--- src/core/sf_defs.svh ---
// Purpose: constants for the bit-serial distributed arithmetic FIR core
// Assumes: one 25 MHz bit clock, APB register access
// Notes:   generation-time choices live here as macros
`ifndef SF_DEFS_SVH
`define SF_DEFS_SVH

// ****************************************************************
// generation-time configuration
// ****************************************************************
`define SF_SAMPLE_W   8
`define SF_COEF_W     8
`define SF_TAPS       6
`define SF_NUM_COEF   3
`define SF_SYMMETRIC  1
`define SF_ANTISYM    0
`define SF_SIGNED     1
`define SF_CASCADE    0
`define SF_TRIM       0
`define SF_FULL_W     18
`define SF_OUT_W      16
`define SF_CNT_W      6

// ****************************************************************
// legal ranges
// ****************************************************************
`define SF_SAMPLE_MIN 4
`define SF_SAMPLE_MAX 32
`define SF_COEF_MIN   4
`define SF_COEF_MAX   24
`define SF_OUT_MIN    2
`define SF_OUT_MAX    31
`define SF_TAPS_MIN   6
`define SF_TAPS_NS_MAX 40
`define SF_TAPS_SY_MAX 80

// ****************************************************************
// look-up table and adder tree latency
// ****************************************************************
`define SF_LAT_NS_T1  10
`define SF_LAT_NS_T2  20
`define SF_LAT_NS_A   3
`define SF_LAT_NS_B   4
`define SF_LAT_NS_C   5
`define SF_LAT_SY_T1  20
`define SF_LAT_SY_T2  40
`define SF_LAT_SY_A   4
`define SF_LAT_SY_B   5
`define SF_LAT_SY_C   6

// ****************************************************************
// register map
// ****************************************************************
`define SF_ADDR_W     8
`define SF_REG_CTRL   8'h00
`define SF_REG_STATUS 8'h04
`define SF_REG_RESULT 8'h08
`define SF_REG_COUNT  8'h0C
`define SF_CTRL_RST   32'h00000000
`define SF_CTRL_MASK  32'h00000001
`define SF_CTRL_SRST  0
`define SF_ST_REQ     0
`define SF_ST_BUSY    1
`define SF_ST_CFG_OK  2
`define SF_ST_SRST    3

`endif

--- src/core/sf_pkg.sv ---
// Purpose: shared types of the FIR core
// Assumes: sf_defs.svh gives all widths but the 32-bit word and the 2-bit state
// Notes:   types only; the word width and the state codes are their own numbers
`include "sf_defs.svh"

package sf_pkg;

  typedef logic [`SF_SAMPLE_W-1:0] sf_sample_t;
  typedef logic [`SF_OUT_W-1:0]    sf_result_t;
  typedef logic [31:0]             sf_word_t;
  typedef logic [`SF_ADDR_W-1:0]   sf_addr_t;
  typedef logic [`SF_CNT_W-1:0]    sf_cnt_t;

  // sample sequencing: serial bits, then the symmetric extension bit
  typedef enum logic [1:0] {
    SF_IDLE  = 2'b00,
    SF_SHIFT = 2'b01,
    SF_EXT   = 2'b10
  } sf_state_t;

endpackage

--- src/core/sf_fir_core.sv ---
// Purpose: bit-serial distributed arithmetic FIR filter with APB status
// Assumes: sample source and cascade neighbours run on pclk
// Notes:   coefficients are constants fixed when the block is built
`include "sf_defs.svh"

module sf_fir_core (
  input  wire logic           pclk,
  input  wire logic           presetn,
  input  wire logic           psel,
  input  wire logic           penable,
  input  wire logic           pwrite,
  input  wire sf_pkg::sf_addr_t   paddr,
  input  wire sf_pkg::sf_word_t   pwdata,
  output sf_pkg::sf_word_t        prdata,
  output logic                    pready,
  output logic                    pslverr,
  input  wire logic               sample_strobe,
  input  wire sf_pkg::sf_sample_t sample_in,
  input  wire logic               fwd_serial_in,
  input  wire logic               rev_serial_in,
  output logic                    sample_request_flag,
  output logic                    result_valid_flag,
  output sf_pkg::sf_result_t      filter_output_word,
  output logic                    fwd_serial_out,
  output logic                    rev_serial_out
);
  import sf_pkg::*;

  // ****************************************************************
  // configuration
  // ****************************************************************
  localparam int N    = `SF_SAMPLE_W;
  localparam int T    = `SF_TAPS;
  localparam int NC   = `SF_NUM_COEF;
  localparam int FW   = `SF_FULL_W;
  localparam int OW   = `SF_OUT_W;
  localparam bit SYM  = `SF_SYMMETRIC;
  localparam bit SGN  = `SF_SIGNED;
  localparam bit CASC = `SF_CASCADE;
  localparam bit ASYM = SYM && `SF_ANTISYM;
  localparam int H    = T / 2;
  localparam int NP   = SYM ? H : T;
  localparam int NFB  = SYM ? H : T - 1;
  localparam int NRB  = SYM ? H : 1;
  // bit periods per sample depend on width and symmetry alone
  localparam int P    = SYM ? N + 1 : N;
  localparam bit NEG_LAST = SGN || ASYM;

  // pipeline depth after the serial phase
  localparam int LAT = SYM ?
    ((T <= `SF_LAT_SY_T1) ? `SF_LAT_SY_A :
     (T <= `SF_LAT_SY_T2) ? `SF_LAT_SY_B : `SF_LAT_SY_C) :
    ((T <= `SF_LAT_NS_T1) ? `SF_LAT_NS_A :
     (T <= `SF_LAT_NS_T2) ? `SF_LAT_NS_B : `SF_LAT_NS_C);
  localparam int NPIPE = LAT - 2;

  localparam sf_cnt_t LAST_CNT = sf_cnt_t'(P - 1);
  localparam sf_cnt_t RFD_CNT  = sf_cnt_t'(P - 2);
  localparam sf_cnt_t MSB_CNT  = sf_cnt_t'(N - 1);

  // out-of-range builds are flagged in status rather than silently run
  localparam bit CFG_OK =
    (N >= `SF_SAMPLE_MIN) && (N <= `SF_SAMPLE_MAX) &&
    (`SF_COEF_W >= `SF_COEF_MIN) && (`SF_COEF_W <= `SF_COEF_MAX) &&
    (OW >= `SF_OUT_MIN) && (OW <= `SF_OUT_MAX) && (OW <= FW) &&
    (T >= `SF_TAPS_MIN) &&
    (T <= (SYM ? `SF_TAPS_SY_MAX : `SF_TAPS_NS_MAX)) &&
    (!`SF_ANTISYM || SYM) && (NC == NP) && (!SYM || T % 2 == 0);

  // ****************************************************************
  // coefficient tables
  // ****************************************************************
  // symmetric build: one entry per tap pair
  localparam logic signed [`SF_COEF_W-1:0] COEF_ROM [NC] =
    '{8'sh01, 8'shF8, 8'sh0C};

  // smallest signed width holding every stored coefficient
  function automatic int rom_width();
    int w;
    int v;
    w = 2;
    for (int i = 0; i < NC; i++) begin
      v = int'(COEF_ROM[i]);
      while ((v < -(1 << (w - 1))) || (v >= (1 << (w - 1)))) w++;
    end
    return w;
  endfunction

  localparam int CW = `SF_TRIM ? rom_width() : `SF_COEF_W;

  // ****************************************************************
  // sequencing signals
  // ****************************************************************
  sf_state_t st_q;
  sf_cnt_t   cnt_q;
  logic      rfd_q;
  logic      done_q;
  logic      srst;
  logic      take;
  logic      shift_en;
  logic      ext_cyc;
  logic      proc_en;
  logic      last_bit;

  sf_sample_t           p2s_q;
  logic [NFB*N-1:0]     fwd_q;
  logic [NRB*N-1:0]     rev_q;
  logic                 ser_in;
  logic                 rev_in;
  logic [NP-1:0]        lo_bit;
  logic [NP-1:0]        hi_bit;
  logic [NP-1:0]        pbit;
  logic [NP-1:0]        carry_q;
  logic [NP-1:0]        lo_ext_q;
  logic [NP-1:0]        hi_ext_q;
  logic signed [CW-1:0] lut_w [NP];

  logic signed [FW-1:0] term;
  logic signed [FW-1:0] wterm;
  logic signed [FW-1:0] acc_q;
  logic signed [FW-1:0] acc_d;
  logic [FW-1:0]        pipe_q [NPIPE];
  logic [NPIPE-1:0]     pv_q;

  sf_word_t ctrl_q;
  sf_word_t result_q;
  sf_word_t count_q;

  assign srst     = ctrl_q[`SF_CTRL_SRST];
  // a strobe while the flag is low would corrupt the shift, so drop it
  assign take     = sample_strobe && rfd_q && !srst;
  assign shift_en = (st_q == SF_SHIFT);
  assign ext_cyc  = (st_q == SF_EXT);
  assign proc_en  = shift_en || ext_cyc;
  assign last_bit = proc_en && (cnt_q == LAST_CNT);

  // cascade sections skip the local converter
  assign ser_in = CASC ? fwd_serial_in : p2s_q[0];
  assign rev_in = CASC ? rev_serial_in : fwd_q[0];

  // ****************************************************************
  // bit sequencer
  // ****************************************************************
  // state advances once per bit period, all on the rising edge
  always_ff @(posedge pclk or negedge presetn) begin
    if (!presetn) begin
      st_q  <= SF_IDLE;
      cnt_q <= '0;
    end else if (srst) begin
      st_q  <= SF_IDLE;
      cnt_q <= '0;
    end else if (take) begin
      st_q  <= SF_SHIFT;
      cnt_q <= '0;
    end else begin
      case (st_q)
        SF_IDLE: begin
          cnt_q <= '0;
        end
        SF_SHIFT: begin
          cnt_q <= cnt_q + 1'b1;
          if (cnt_q == MSB_CNT) begin
            st_q <= SYM ? SF_EXT : SF_IDLE;
          end
        end
        SF_EXT: begin
          st_q <= SF_IDLE;
        end
        default: begin
          st_q  <= SF_IDLE;
          cnt_q <= '0;
        end
      endcase
    end
  end

  // request flag: low after a take, high again during the last bit period
  always_ff @(posedge pclk or negedge presetn) begin
    if (!presetn) begin
      rfd_q <= 1'b1;
    end else if (srst) begin
      rfd_q <= 1'b1;
    end else if (take) begin
      rfd_q <= 1'b0;
    end else if (proc_en && cnt_q == RFD_CNT) begin
      rfd_q <= 1'b1;
    end
  end

  // ****************************************************************
  // serial data path
  // ****************************************************************
  // load wins over shift: the old last bit is consumed on that edge
  always_ff @(posedge pclk or negedge presetn) begin
    if (!presetn) begin
      p2s_q <= '0;
    end else if (take) begin
      p2s_q <= sample_in;
    end else if (shift_en) begin
      p2s_q <= {1'b0, p2s_q[N-1:1]};
    end
  end

  // time-skew buffers hold still during the symmetric extension bit
  always_ff @(posedge pclk or negedge presetn) begin
    if (!presetn) begin
      fwd_q <= '0;
      rev_q <= '0;
    end else if (shift_en) begin
      fwd_q <= {ser_in, fwd_q[NFB*N-1:1]};
      rev_q <= {rev_in, rev_q[NRB*N-1:1]};
    end
  end

  // per tap (or tap pair): bit taps, serial pre-adder, trimmed ROM word
  for (genvar k = 0; k < NP; k++) begin : g_tap
    logic a_b;
    logic b_b;
    logic cin;

    // a sample is seen by the sum only as it leaves a buffer
    if (k == 0) begin : g_lo0
      assign lo_bit[k] = ser_in;
    end else begin : g_lon
      assign lo_bit[k] = fwd_q[(NFB-k)*N];
    end
    if (!SYM) begin : g_nohi
      assign hi_bit[k] = 1'b0;
    end else if (k == H - 1) begin : g_hi0
      assign hi_bit[k] = rev_in;
    end else begin : g_hin
      assign hi_bit[k] = rev_q[(NRB-H+1+k)*N];
    end

    // mirrored tap shares the coefficient, subtracted when anti-symmetric
    assign a_b = ext_cyc ? lo_ext_q[k] : lo_bit[k];
    assign b_b = (ext_cyc ? hi_ext_q[k] : hi_bit[k]) ^ ASYM;
    assign cin = (cnt_q == '0) ? ASYM : carry_q[k];
    assign pbit[k] = SYM ? (a_b ^ b_b ^ cin) : lo_bit[k];
    assign lut_w[k] = COEF_ROM[k][CW-1:0];

    always_ff @(posedge pclk or negedge presetn) begin
      if (!presetn) begin
        carry_q[k]  <= 1'b0;
        lo_ext_q[k] <= 1'b0;
        hi_ext_q[k] <= 1'b0;
      end else begin
        if (proc_en) begin
          carry_q[k] <= (a_b & b_b) | (a_b & cin) | (b_b & cin);
        end
        // sign bits kept for the extra symmetric bit period
        if (shift_en && cnt_q == MSB_CNT) begin
          lo_ext_q[k] <= SGN & lo_bit[k];
          hi_ext_q[k] <= SGN & hi_bit[k];
        end
      end
    end
  end

  // ****************************************************************
  // distributed arithmetic accumulation
  // ****************************************************************
  // one bit-slice of all taps summed, weighted by its bit position
  always_comb begin
    term = '0;
    for (int i = 0; i < NP; i++) begin
      if (pbit[i]) begin
        term = term + FW'(lut_w[i]);
      end
    end
    wterm = term <<< cnt_q;
    // top bit of a two's complement slice carries negative weight
    acc_d = ((cnt_q == '0) ? '0 : acc_q) +
            ((last_bit && NEG_LAST) ? -wterm : wterm);
  end

  always_ff @(posedge pclk or negedge presetn) begin
    if (!presetn) begin
      acc_q  <= '0;
      done_q <= 1'b0;
    end else begin
      if (proc_en) begin
        acc_q <= acc_d;
      end
      done_q <= last_bit && !srst;
    end
  end

  // ****************************************************************
  // lookup and adder tree latency, output register
  // ****************************************************************
  for (genvar s = 0; s < NPIPE; s++) begin : g_pipe
    always_ff @(posedge pclk or negedge presetn) begin
      if (!presetn) begin
        pipe_q[s] <= '0;
        pv_q[s]   <= 1'b0;
      end else if (srst) begin
        pv_q[s] <= 1'b0;
      end else if (s == 0) begin
        pipe_q[s] <= acc_q;
        pv_q[s]   <= done_q;
      end else begin
        // index clamped so the first stage never names a stage below zero
        pipe_q[s] <= pipe_q[(s > 0) ? s - 1 : 0];
        pv_q[s]   <= pv_q[(s > 0) ? s - 1 : 0];
      end
    end
  end

  // result word moves with its valid pulse, or alone when soft reset suppresses that pulse; stable while valid is high
  always_ff @(posedge pclk or negedge presetn) begin
    if (!presetn) begin
      result_valid_flag  <= 1'b0;
      filter_output_word <= '0;
    end else begin
      result_valid_flag <= pv_q[NPIPE-1] && !srst;
      if (pv_q[NPIPE-1]) begin
        filter_output_word <= pipe_q[NPIPE-1][FW-1 -: OW];
      end
    end
  end

  assign sample_request_flag = rfd_q;
  assign fwd_serial_out      = fwd_q[0];
  assign rev_serial_out      = rev_q[0];

  // ****************************************************************
  // software view
  // ****************************************************************
  // last result and count of results, for polling without handshakes
  always_ff @(posedge pclk or negedge presetn) begin
    if (!presetn) begin
      result_q <= '0;
      count_q  <= '0;
    end else if (srst) begin
      count_q <= '0;
    end else if (result_valid_flag) begin
      result_q <= 32'(filter_output_word);
      count_q  <= count_q + 32'h00000001;
    end
  end

  // control write happens at the access edge only
  always_ff @(posedge pclk or negedge presetn) begin
    if (!presetn) begin
      ctrl_q <= `SF_CTRL_RST;
    end else if (psel && penable && pready && pwrite && !pslverr &&
                 paddr == `SF_REG_CTRL) begin
      ctrl_q <= pwdata & `SF_CTRL_MASK;
    end
  end

  // one wait-free access: answer prepared in setup, shown in access
  always_ff @(posedge pclk or negedge presetn) begin
    if (!presetn) begin
      pready  <= 1'b0;
      pslverr <= 1'b0;
      prdata  <= '0;
    end else if (psel && !penable && !pready) begin
      pready  <= 1'b1;
      pslverr <= 1'b0;
      prdata  <= '0;
      case (paddr)
        `SF_REG_CTRL: begin
          prdata <= ctrl_q;
        end
        `SF_REG_STATUS: begin
          prdata[`SF_ST_REQ]    <= rfd_q;
          prdata[`SF_ST_BUSY]   <= proc_en;
          prdata[`SF_ST_CFG_OK] <= CFG_OK;
          prdata[`SF_ST_SRST]   <= srst;
        end
        `SF_REG_RESULT: begin
          prdata <= result_q;
        end
        `SF_REG_COUNT: begin
          prdata <= count_q;
        end
        default: begin
          pslverr <= 1'b1;
        end
      endcase
    end else begin
      pready  <= 1'b0;
      pslverr <= 1'b0;
    end
  end

endmodule // sf_fir_core

--- config.mk ---
export PLATFORM = sky130hd
export DESIGN_NAME = sf_fir_core
export DESIGN_NICKNAME = d
export VERILOG_FILES = /design/src/core/sf_pkg.sv /design/src/core/sf_fir_core.sv
export VERILOG_INCLUDE_DIRS = /design/src /design/src/core
export SDC_FILE = /design/constraint.sdc
export NUM_CORES = 1
export LEC_CHECK = 0
export BUFFER_PORTS_ARGS = -buffer_cell sky130_fd_sc_hd__buf_2
export CAP_MARGIN = 20
export CORE_MARGIN = 2
export CORE_UTILIZATION = 25
export DETAILED_ROUTE_END_ITERATION = 16
export GPL_ROUTABILITY_DRIVEN = 0
export GPL_TIMING_DRIVEN = 0
export HOLD_SLACK_MARGIN = 0.12
export PLACE_DENSITY = 0.51
export SYNTH_ARGS = -nofsm -noshare
export SYNTH_HDL_FRONTEND = slang
export SYNTH_SLANG_ARGS = --single-unit
--- constraint.sdc ---
create_clock -name pclk -period 5 [get_ports pclk]
set_clock_uncertainty 0.1 [all_clocks]
set_input_delay 0.25 -clock pclk [delete_from_list [all_inputs] [get_ports pclk]]
set_output_delay 0.25 -clock pclk [all_outputs]
set_load 0.005 [all_outputs]
==> impl_metrics.json, run 1 <==
{
  "grt_pass1_vias": 8221,
  "cts_tree": "yes",
  "die_h_um": 214,
  "timing.final.hold_violations": 0,
  "fin_area_um2": 13900,
  "maxCapViolCount": 0,
  "antenna_found_initial": 0,
  "clockBufferDepth": 3,
  "vias_per_cell": 4.54,
  "synthArstFlopShare_pct": 100,
  "ios": 110,
  "filler_cell_count": 4519,
  "min_period_ns": 5.13,
  "mostFrequentLayoutCell": "dfrtp_1",
  "setup_violations": 4,
  "path_delay_family": "simple AND/OR/NAND/NOR gates",
  "clk_pin_slew_ns": 0.06,
  "drt_wl_total_mm": 26.2,
  "drt_first_pass_iters": 4,
  "critical-path-slowest-cell": "fa_2",
  "status": "finished, violations left",
  "rows": 77,
  "violations": "setup timing",
  "crit_buf_inv": 2,
  "numCtsBuffers": 26,
  "start_util_pct": 25.2,
  "avgSynthCellArea_um2": 11.1,
  "synth_nets": 1083,
  "period_share_pct": 103,
  "portBuffers": 74,
  "antenna_cells": 0,
  "post-place-ws_ns": -1.04,
  "yosysWarnings": 0,
  "hold_end": "ctrl_q[0]",
  "final_cell_mix": "222 x dfrtp_1, 140 x mux2_2, 87 x nand2_1",
  "rr_worst_depth": 22,
  "ys_types": 71,
  "power_leakage_nw": 6.41,
  "place_area_um2": 12300,
  "core_um2": 43900,
  "final_core_util_pct": 31.6,
  "ir_worst_vdd_v": 0.000304,
  "p_per_area_nw_per_um2": 521,
  "vias": 8002,
  "fmax_mhz": 195,
  "min_from": "psel",
  "r2r_end": "acc_q[16]",
  "grt_usage_pct": 11.5,
  "slew-limit-headroom_pct": 41.0,
  "hold_depth": 5,
  "drt_iter0_markers": 492,
  "worstPathArrival_ns": 5.49,
  "overflow": 0,
  "clkSinkCount": 227,
  "worst_slew_pin_slew_ns": 0.886,
  "antenna_left": 0,
  "slowest_delay_ns": 0.54,
  "synthCells": 998,
  "grt_pass1_wl_mm": 43.9,
  "grt_max_degree": 115,
  "rsz0062_at_grt": "yes",
  "ys_seq_area_share_pct": 51.3,
  "clockRootBuffer": "clkbuf_16",
  "end_kind": "register",
  "synth-main-ff-cell": "dfrtp_1",
  "regToRegSetupSlack_ns": -0.13,
  "cp_cell_sequence": "nor4_4 -> nand2_2 -> clkbuf_16 -> and2_4 -> fa_2 -> inv_2 -> ha_4 -> or4_4 -> o311ai_4 -> a221oi_2 -> o21ai_2 -> nor3_4 -> a2111o_1 -> o31ai_4 -> ha_4 -> and3_4 -> a31oi_1 -> o21ai_1 -> o21ai_2 -> a21oi_2 -> or4_1 -> nand4_1",
  "power_mw": 7.25,
  "min_path_type": "in2reg",
  "hpwlAfterDp_mm": 18.4,
  "syn_to_final_growth_pct": 25.6,
  "synth_seq_cells": 227,
  "layout.nets": 1235,
  "dieArea_um2": 46000,
  "clock_latency_ns": 0.54,
  "worstPathRequired_ns": 5.36,
  "critical_path_class": "reg2reg",
  "setup_ws_ns": -0.127,
  "cp_max_fo": 6,
  "startpoint_type": "register",
  "die_x_um": 214,
  "drive_gt1_share_pct": 33.7,
  "synth_edf_count": 0,
  "rr_startpoint": "cnt_q[2]",
  "remaining_drc_errors": 0,
  "wl_per_cell_um": 14.9,
  "syn_area_um2": 11100,
  "htreeDepth": 1,
  "drv_slew": 0
}
[worst register-to-register path, stage by stage (launching register included)]
cell,delay (ns)
dfrtp_2,0.43
nor4_4,0.35
nand2_2,0.13
clkbuf_16,0.17
and2_4,0.15
fa_2,0.54
inv_2,0.05
ha_4,0.24
or4_4,0.46
o311ai_4,0.13
a221oi_2,0.08
o21ai_2,0.18
nor3_4,0.07
a2111o_1,0.42
o31ai_4,0.10
ha_4,0.26
and3_4,0.19
a31oi_1,0.15
o21ai_1,0.11
o21ai_2,0.17
a21oi_2,0.08
or4_1,0.40
nand4_1,0.10
[per-stage QoR]
step / hold slack (ns) / std cells / setup TNS [ns]
after global routing: 0.148 / 1762 / -1.33
after CTS: 0.130 / 1756 / -0.585
after detailed placement: 0.291 / 1666 / -7.59
after floorplan: -0.146 / 998 / -0.191
after global placement: 0.341 / 1664 / -121.77
final: 0.144 / 1762 / -0.334
[routing by layer]
layer / GRT usage, % / share of wire (%)
met3: 1.90 / 3.8
met4: 3.40 / 2.1
met1: 14.3 / 44
met5: 0 / 0
met2: 20.4 / 50
[where the power goes]
group / switching (mW) / leakage (nW) / internal [mW] / total (mW)
registers: 0.193 / 2.97 / 2.19 / 2.38
logic: 1.49 / 3.02 / 1.47 / 2.96
clock network: 0.778 / 0.420 / 1.13 / 1.91
total: 2.46 / 6.41 / 4.79 / 7.25
[cells by family after synthesis]
kind of cell | after synthesis | share of synthesized area [%]
mux | 155 | 15.7
flops | 227 | 51.3
compound gates | 158 | 9.48
fa+ha+maj | 29 | 3.55
simple gates | 315 | 13.9
xor+xnor | 41 | 3.24
buf+inv | 73 | 2.83
[repair_timing]
action | in CTS | in global routing
endpoints found under the setup margin | 12 | 11
endpoints found under the hold margin | 133 | 0
buffers inserted | 32 | 8
resized for setup | 47 | 19
pin swaps | 23 | 24
hold buffers | 13 | 0
[cell usage after synthesis (6+ instances only)]
| library cell | number | share of area [%] |
|---|---|---|
| or3_1 | 13 | 0.73 |
| xnor2_1 | 15 | 1.2 |
| buf_1 | 14 | 0.47 |
| xor2_1 | 26 | 2.1 |
| nor3_1 | 12 | 0.54 |
| a21o_1 | 13 | 0.88 |
| nand2_1 | 90 | 3.1 |
| nand4_1 | 11 | 0.62 |
| a21oi_1 | 50 | 2.3 |
| nor2_1 | 88 | 3.0 |
| ha_1 | 25 | 2.8 |
| a221oi_1 | 13 | 1.0 |
| nand3b_1 | 6 | 0.41 |
| mux2_2 | 141 | 14 |
| mux2i_1 | 13 | 1.2 |
| and3_1 | 6 | 0.34 |
| a31oi_1 | 8 | 0.45 |
| clkbuf_1 | 26 | 0.88 |
| o21ai_0 | 27 | 1.2 |
| buf_2 | 7 | 0.32 |
| and2_1 | 23 | 1.3 |
| nand3_1 | 31 | 1.4 |
| inv_1 | 22 | 0.75 |
| dfrtp_1 | 226 | 51 |
| nor2b_1 | 9 | 0.51 |
[how the worst max path moves through the flow]
stage | start | to | slack, ns | cells after the start
3_5_place_dp | cnt_q[2] | acc_q[17] | -1.04 | 24
6_report | cnt_q[2] | acc_q[16] | -0.13 | 22
3_3_place_gp | cnt_q[2] | acc_q[17] | -1.07 | 24
5_1_grt | cnt_q[2] | acc_q[16] | -0.31 | 22
2_1_floorplan | cnt_q[2] | acc_q[16] | -0.11 | 23
4_1_cts | cnt_q[3] | acc_q[17] | -0.14 | 23
[layout make-up]
class | count | area (µm²) | share of cell area [%]
clock buffers | 38 | 777 | 5.59
flip-flops and latches | 227 | 5690 | 40.9
plain buffers | 46 | 238 | 1.71
inverters | 22 | 82.6 | 0.594
multi-input cells | 698 | 5430 | 39.1
well taps | 592 | 741 | 5.33
repair buffers | 129 | 853 | 6.14
clock inverters | 10 | 90.1 | 0.648
[state kept, by name, summed over array words and instances, names as in the netlist, 8 cells and up]
signal / count
acc_q: 18
fwd_q: 24
p2s_q: 8
rev_q: 24
prdata: 32
count_q: 32
filter_output_word: 16
pipe_q: 32
result_q: 16
(Power assumes the default switching activity.)
==> run 2: changes to the inputs <==
Settings changed: PLACE_DENSITY 0.51 to 0.49, TNS_END_PERCENT set to 30.
Clock period 5 ns to 5.8 ns, I/O delays scaled along.
==> impl_metrics.json, run 2 (synthesis results as in run 1) <==
{
  "vias_per_cell": 4.52,
  "vias": 7794,
  "path_delay_family": "simple AND/OR/NAND/NOR gates",
  "die_h_um": 214,
  "startpoint_type": "register",
  "grt_pass1_wl_mm": 42.3,
  "cp_num_cells": 20,
  "final_cells": 1726,
  "reg_top3": "count_q: 32 flops, pipe_q: 32 flops, prdata: 32 flops",
  "die_x_um": 214,
  "antenna_cells": 0,
  "cp_cell_sequence": "buf_4 -> nor4_4 -> nand2_1 -> clkbuf_8 -> and2_1 -> fa_2 -> or3b_2 -> nor2_4 -> nand2_1 -> ha_2 -> nor2_1 -> xor2_1 -> ha_2 -> and2_1 -> a221o_1 -> a31oi_1 -> o21bai_1 -> a21oi_1 -> xnor2_1 -> mux2_2",
  "clockRootBuffer": "clkbuf_16",
  "rows": 77,
  "period_share_pct": 96.9,
  "htreeDepth": 1,
  "crit_start": "cnt_q[2]",
  "syn_to_final_growth_pct": 20.6,
  "clock_latency_ns": 0.52,
  "ir_worst_vdd_v": 0.000187,
  "worst_slew_pin_slew_ns": 0.853,
  "antenna_found_initial": 0,
  "worstPathRequired_ns": 6.10,
  "core_um2": 43900,
  "r2r_end": "acc_q[11]",
  "power_leakage_nw": 6.20,
  "fmax_mhz": 178,
  "crit_end": "acc_q[11]",
  "remaining_drc_errors": 0,
  "drt_wl_total_mm": 26.2,
  "post-place-ws_ns": -1.02,
  "setup_violations": 0,
  "dieArea_um2": 46000,
  "min_period_ns": 5.62,
  "crit_buf_inv": 2,
  "ios": 110,
  "numCtsBuffers": 25,
  "timing.final.hold_violations": 0,
  "regToRegSetupSlack_ns": 0.18,
  "min_path_type": "in2reg",
  "antenna_left": 0,
  "grt_usage_pct": 11.3,
  "layout.nets": 1201,
  "clockBufferDepth": 3,
  "overflow": 0,
  "rsz0062_at_grt": "yes",
  "status": "finished clean",
  "worstPathArrival_ns": 5.92,
  "critical_path_class": "reg2reg",
  "maxCapViolCount": 0,
  "mostFrequentLayoutCell": "dfrtp_1",
  "p_per_area_nw_per_um2": 433,
  "final_cell_mix": "224 x dfrtp_1, 141 x mux2_2, 90 x nand2_1",
  "hpwlAfterDp_mm": 18.8,
  "slew-limit-headroom_pct": 43.1,
  "drt_iter0_markers": 395,
  "cts_tree": "yes",
  "clk_pin_slew_ns": 0.06,
  "slowest_delay_ns": 0.60,
  "cp_max_fo": 10,
  "drive_gt1_share_pct": 28.3,
  "grt_max_degree": 119,
  "grt_pass1_vias": 7821,
  "place_inst": 1665,
  "drv_slew": 0,
  "setup_ws_ns": 0.180,
  "start_util_pct": 25.2,
  "setup_tns_ns": 0,
  "end_kind": "register",
  "clkSinkCount": 227,
  "drt_first_pass_iters": 4,
  "portBuffers": 74,
  "wl_per_cell_um": 15.2,
  "rr_startpoint": "cnt_q[2]",
  "hold-worst-slack_ns": 0.151,
  "rr_worst_depth": 20,
  "critical-path-slowest-cell": "fa_2"
}
==> run 2: cell count changes in the layout (fill, tap and decap cells not counted), sizes merged <==
cell and change:
clkinvlp -2, bufinv +1, buf -33, dlygate4sd3 -1, inv +1, clkinv -3, clkbuf +1
==> run 2: worst min-delay path, stage by stage <==
cell and delay, ns:
buf_2 0.10, a21o_1 0.28, a21oi_1 0.07
==> run 2: worst min path at each step <==
stage,startpoint,end,slack [ns],depth (start not counted)
finish,sample_strobe,cnt_q[2],0.15,3
global route,sample_strobe,cnt_q[2],0.15,3
CTS,sample_strobe,cnt_q[2],0.14,3
detailed placement,presetn,prdata[28],0.33,1
global placement,done_q,pv_q[0],0.35,1
floorplan,presetn,acc_q[0],-0.11,0
==> run 2: layout make-up <==
type	count	area (µm²)
Clock buffer	38	734
Sequential cell	227	5680
Multi-Input combinational cell	698	5210
Clock inverter	7	91.3
Fill cell	4539	30600
Tap cell	592	741
Buffer	50	243
Timing Repair Buffer	92	566
Inverter	22	82.6
==> run 2: repair_timing <==
item                                    in CTS  in global routing
pin swaps                                    7                  7
endpoints found under the setup margin      11                  7
endpoints found under the hold margin      122                  0
resized for setup                           19                 19
setup buffers                                3                  2
hold buffers                                12                  0
==> run 2: through the flow <==
step | util (%) | instance area, µm² | total power, mW
2_1_floorplan | - | 11100 | 3.56
3_3_place_gp | 27.7 | 12200 | 4.03
3_5_place_dp | 27.8 | 12200 | 4.08
4_1_cts | 30.2 | 13300 | 5.76
5_1_grt | 30.4 | 13400 | 6.15
6_report | 30.4 | 13400 | 5.78
==> run 2: report_power, final <==
| part | switching, mW | internal (mW) | leakage, nW |
|---|---|---|---|
| clock network | 0.637 | 0.961 | 0.404 |
| registers | 0.178 | 1.88 | 2.98 |
| logic | 1.14 | 0.985 | 2.81 |
==> run 2: metal layers <==
| layer | part of all wire [%] | GRT usage, % |
|---|---|---|
| met5 | 0 | 0 |
| met4 | 2.2 | 3.50 |
| met3 | 3.7 | 1.69 |
| met2 | 48 | 19.8 |
| met1 | 46 | 14.4 |
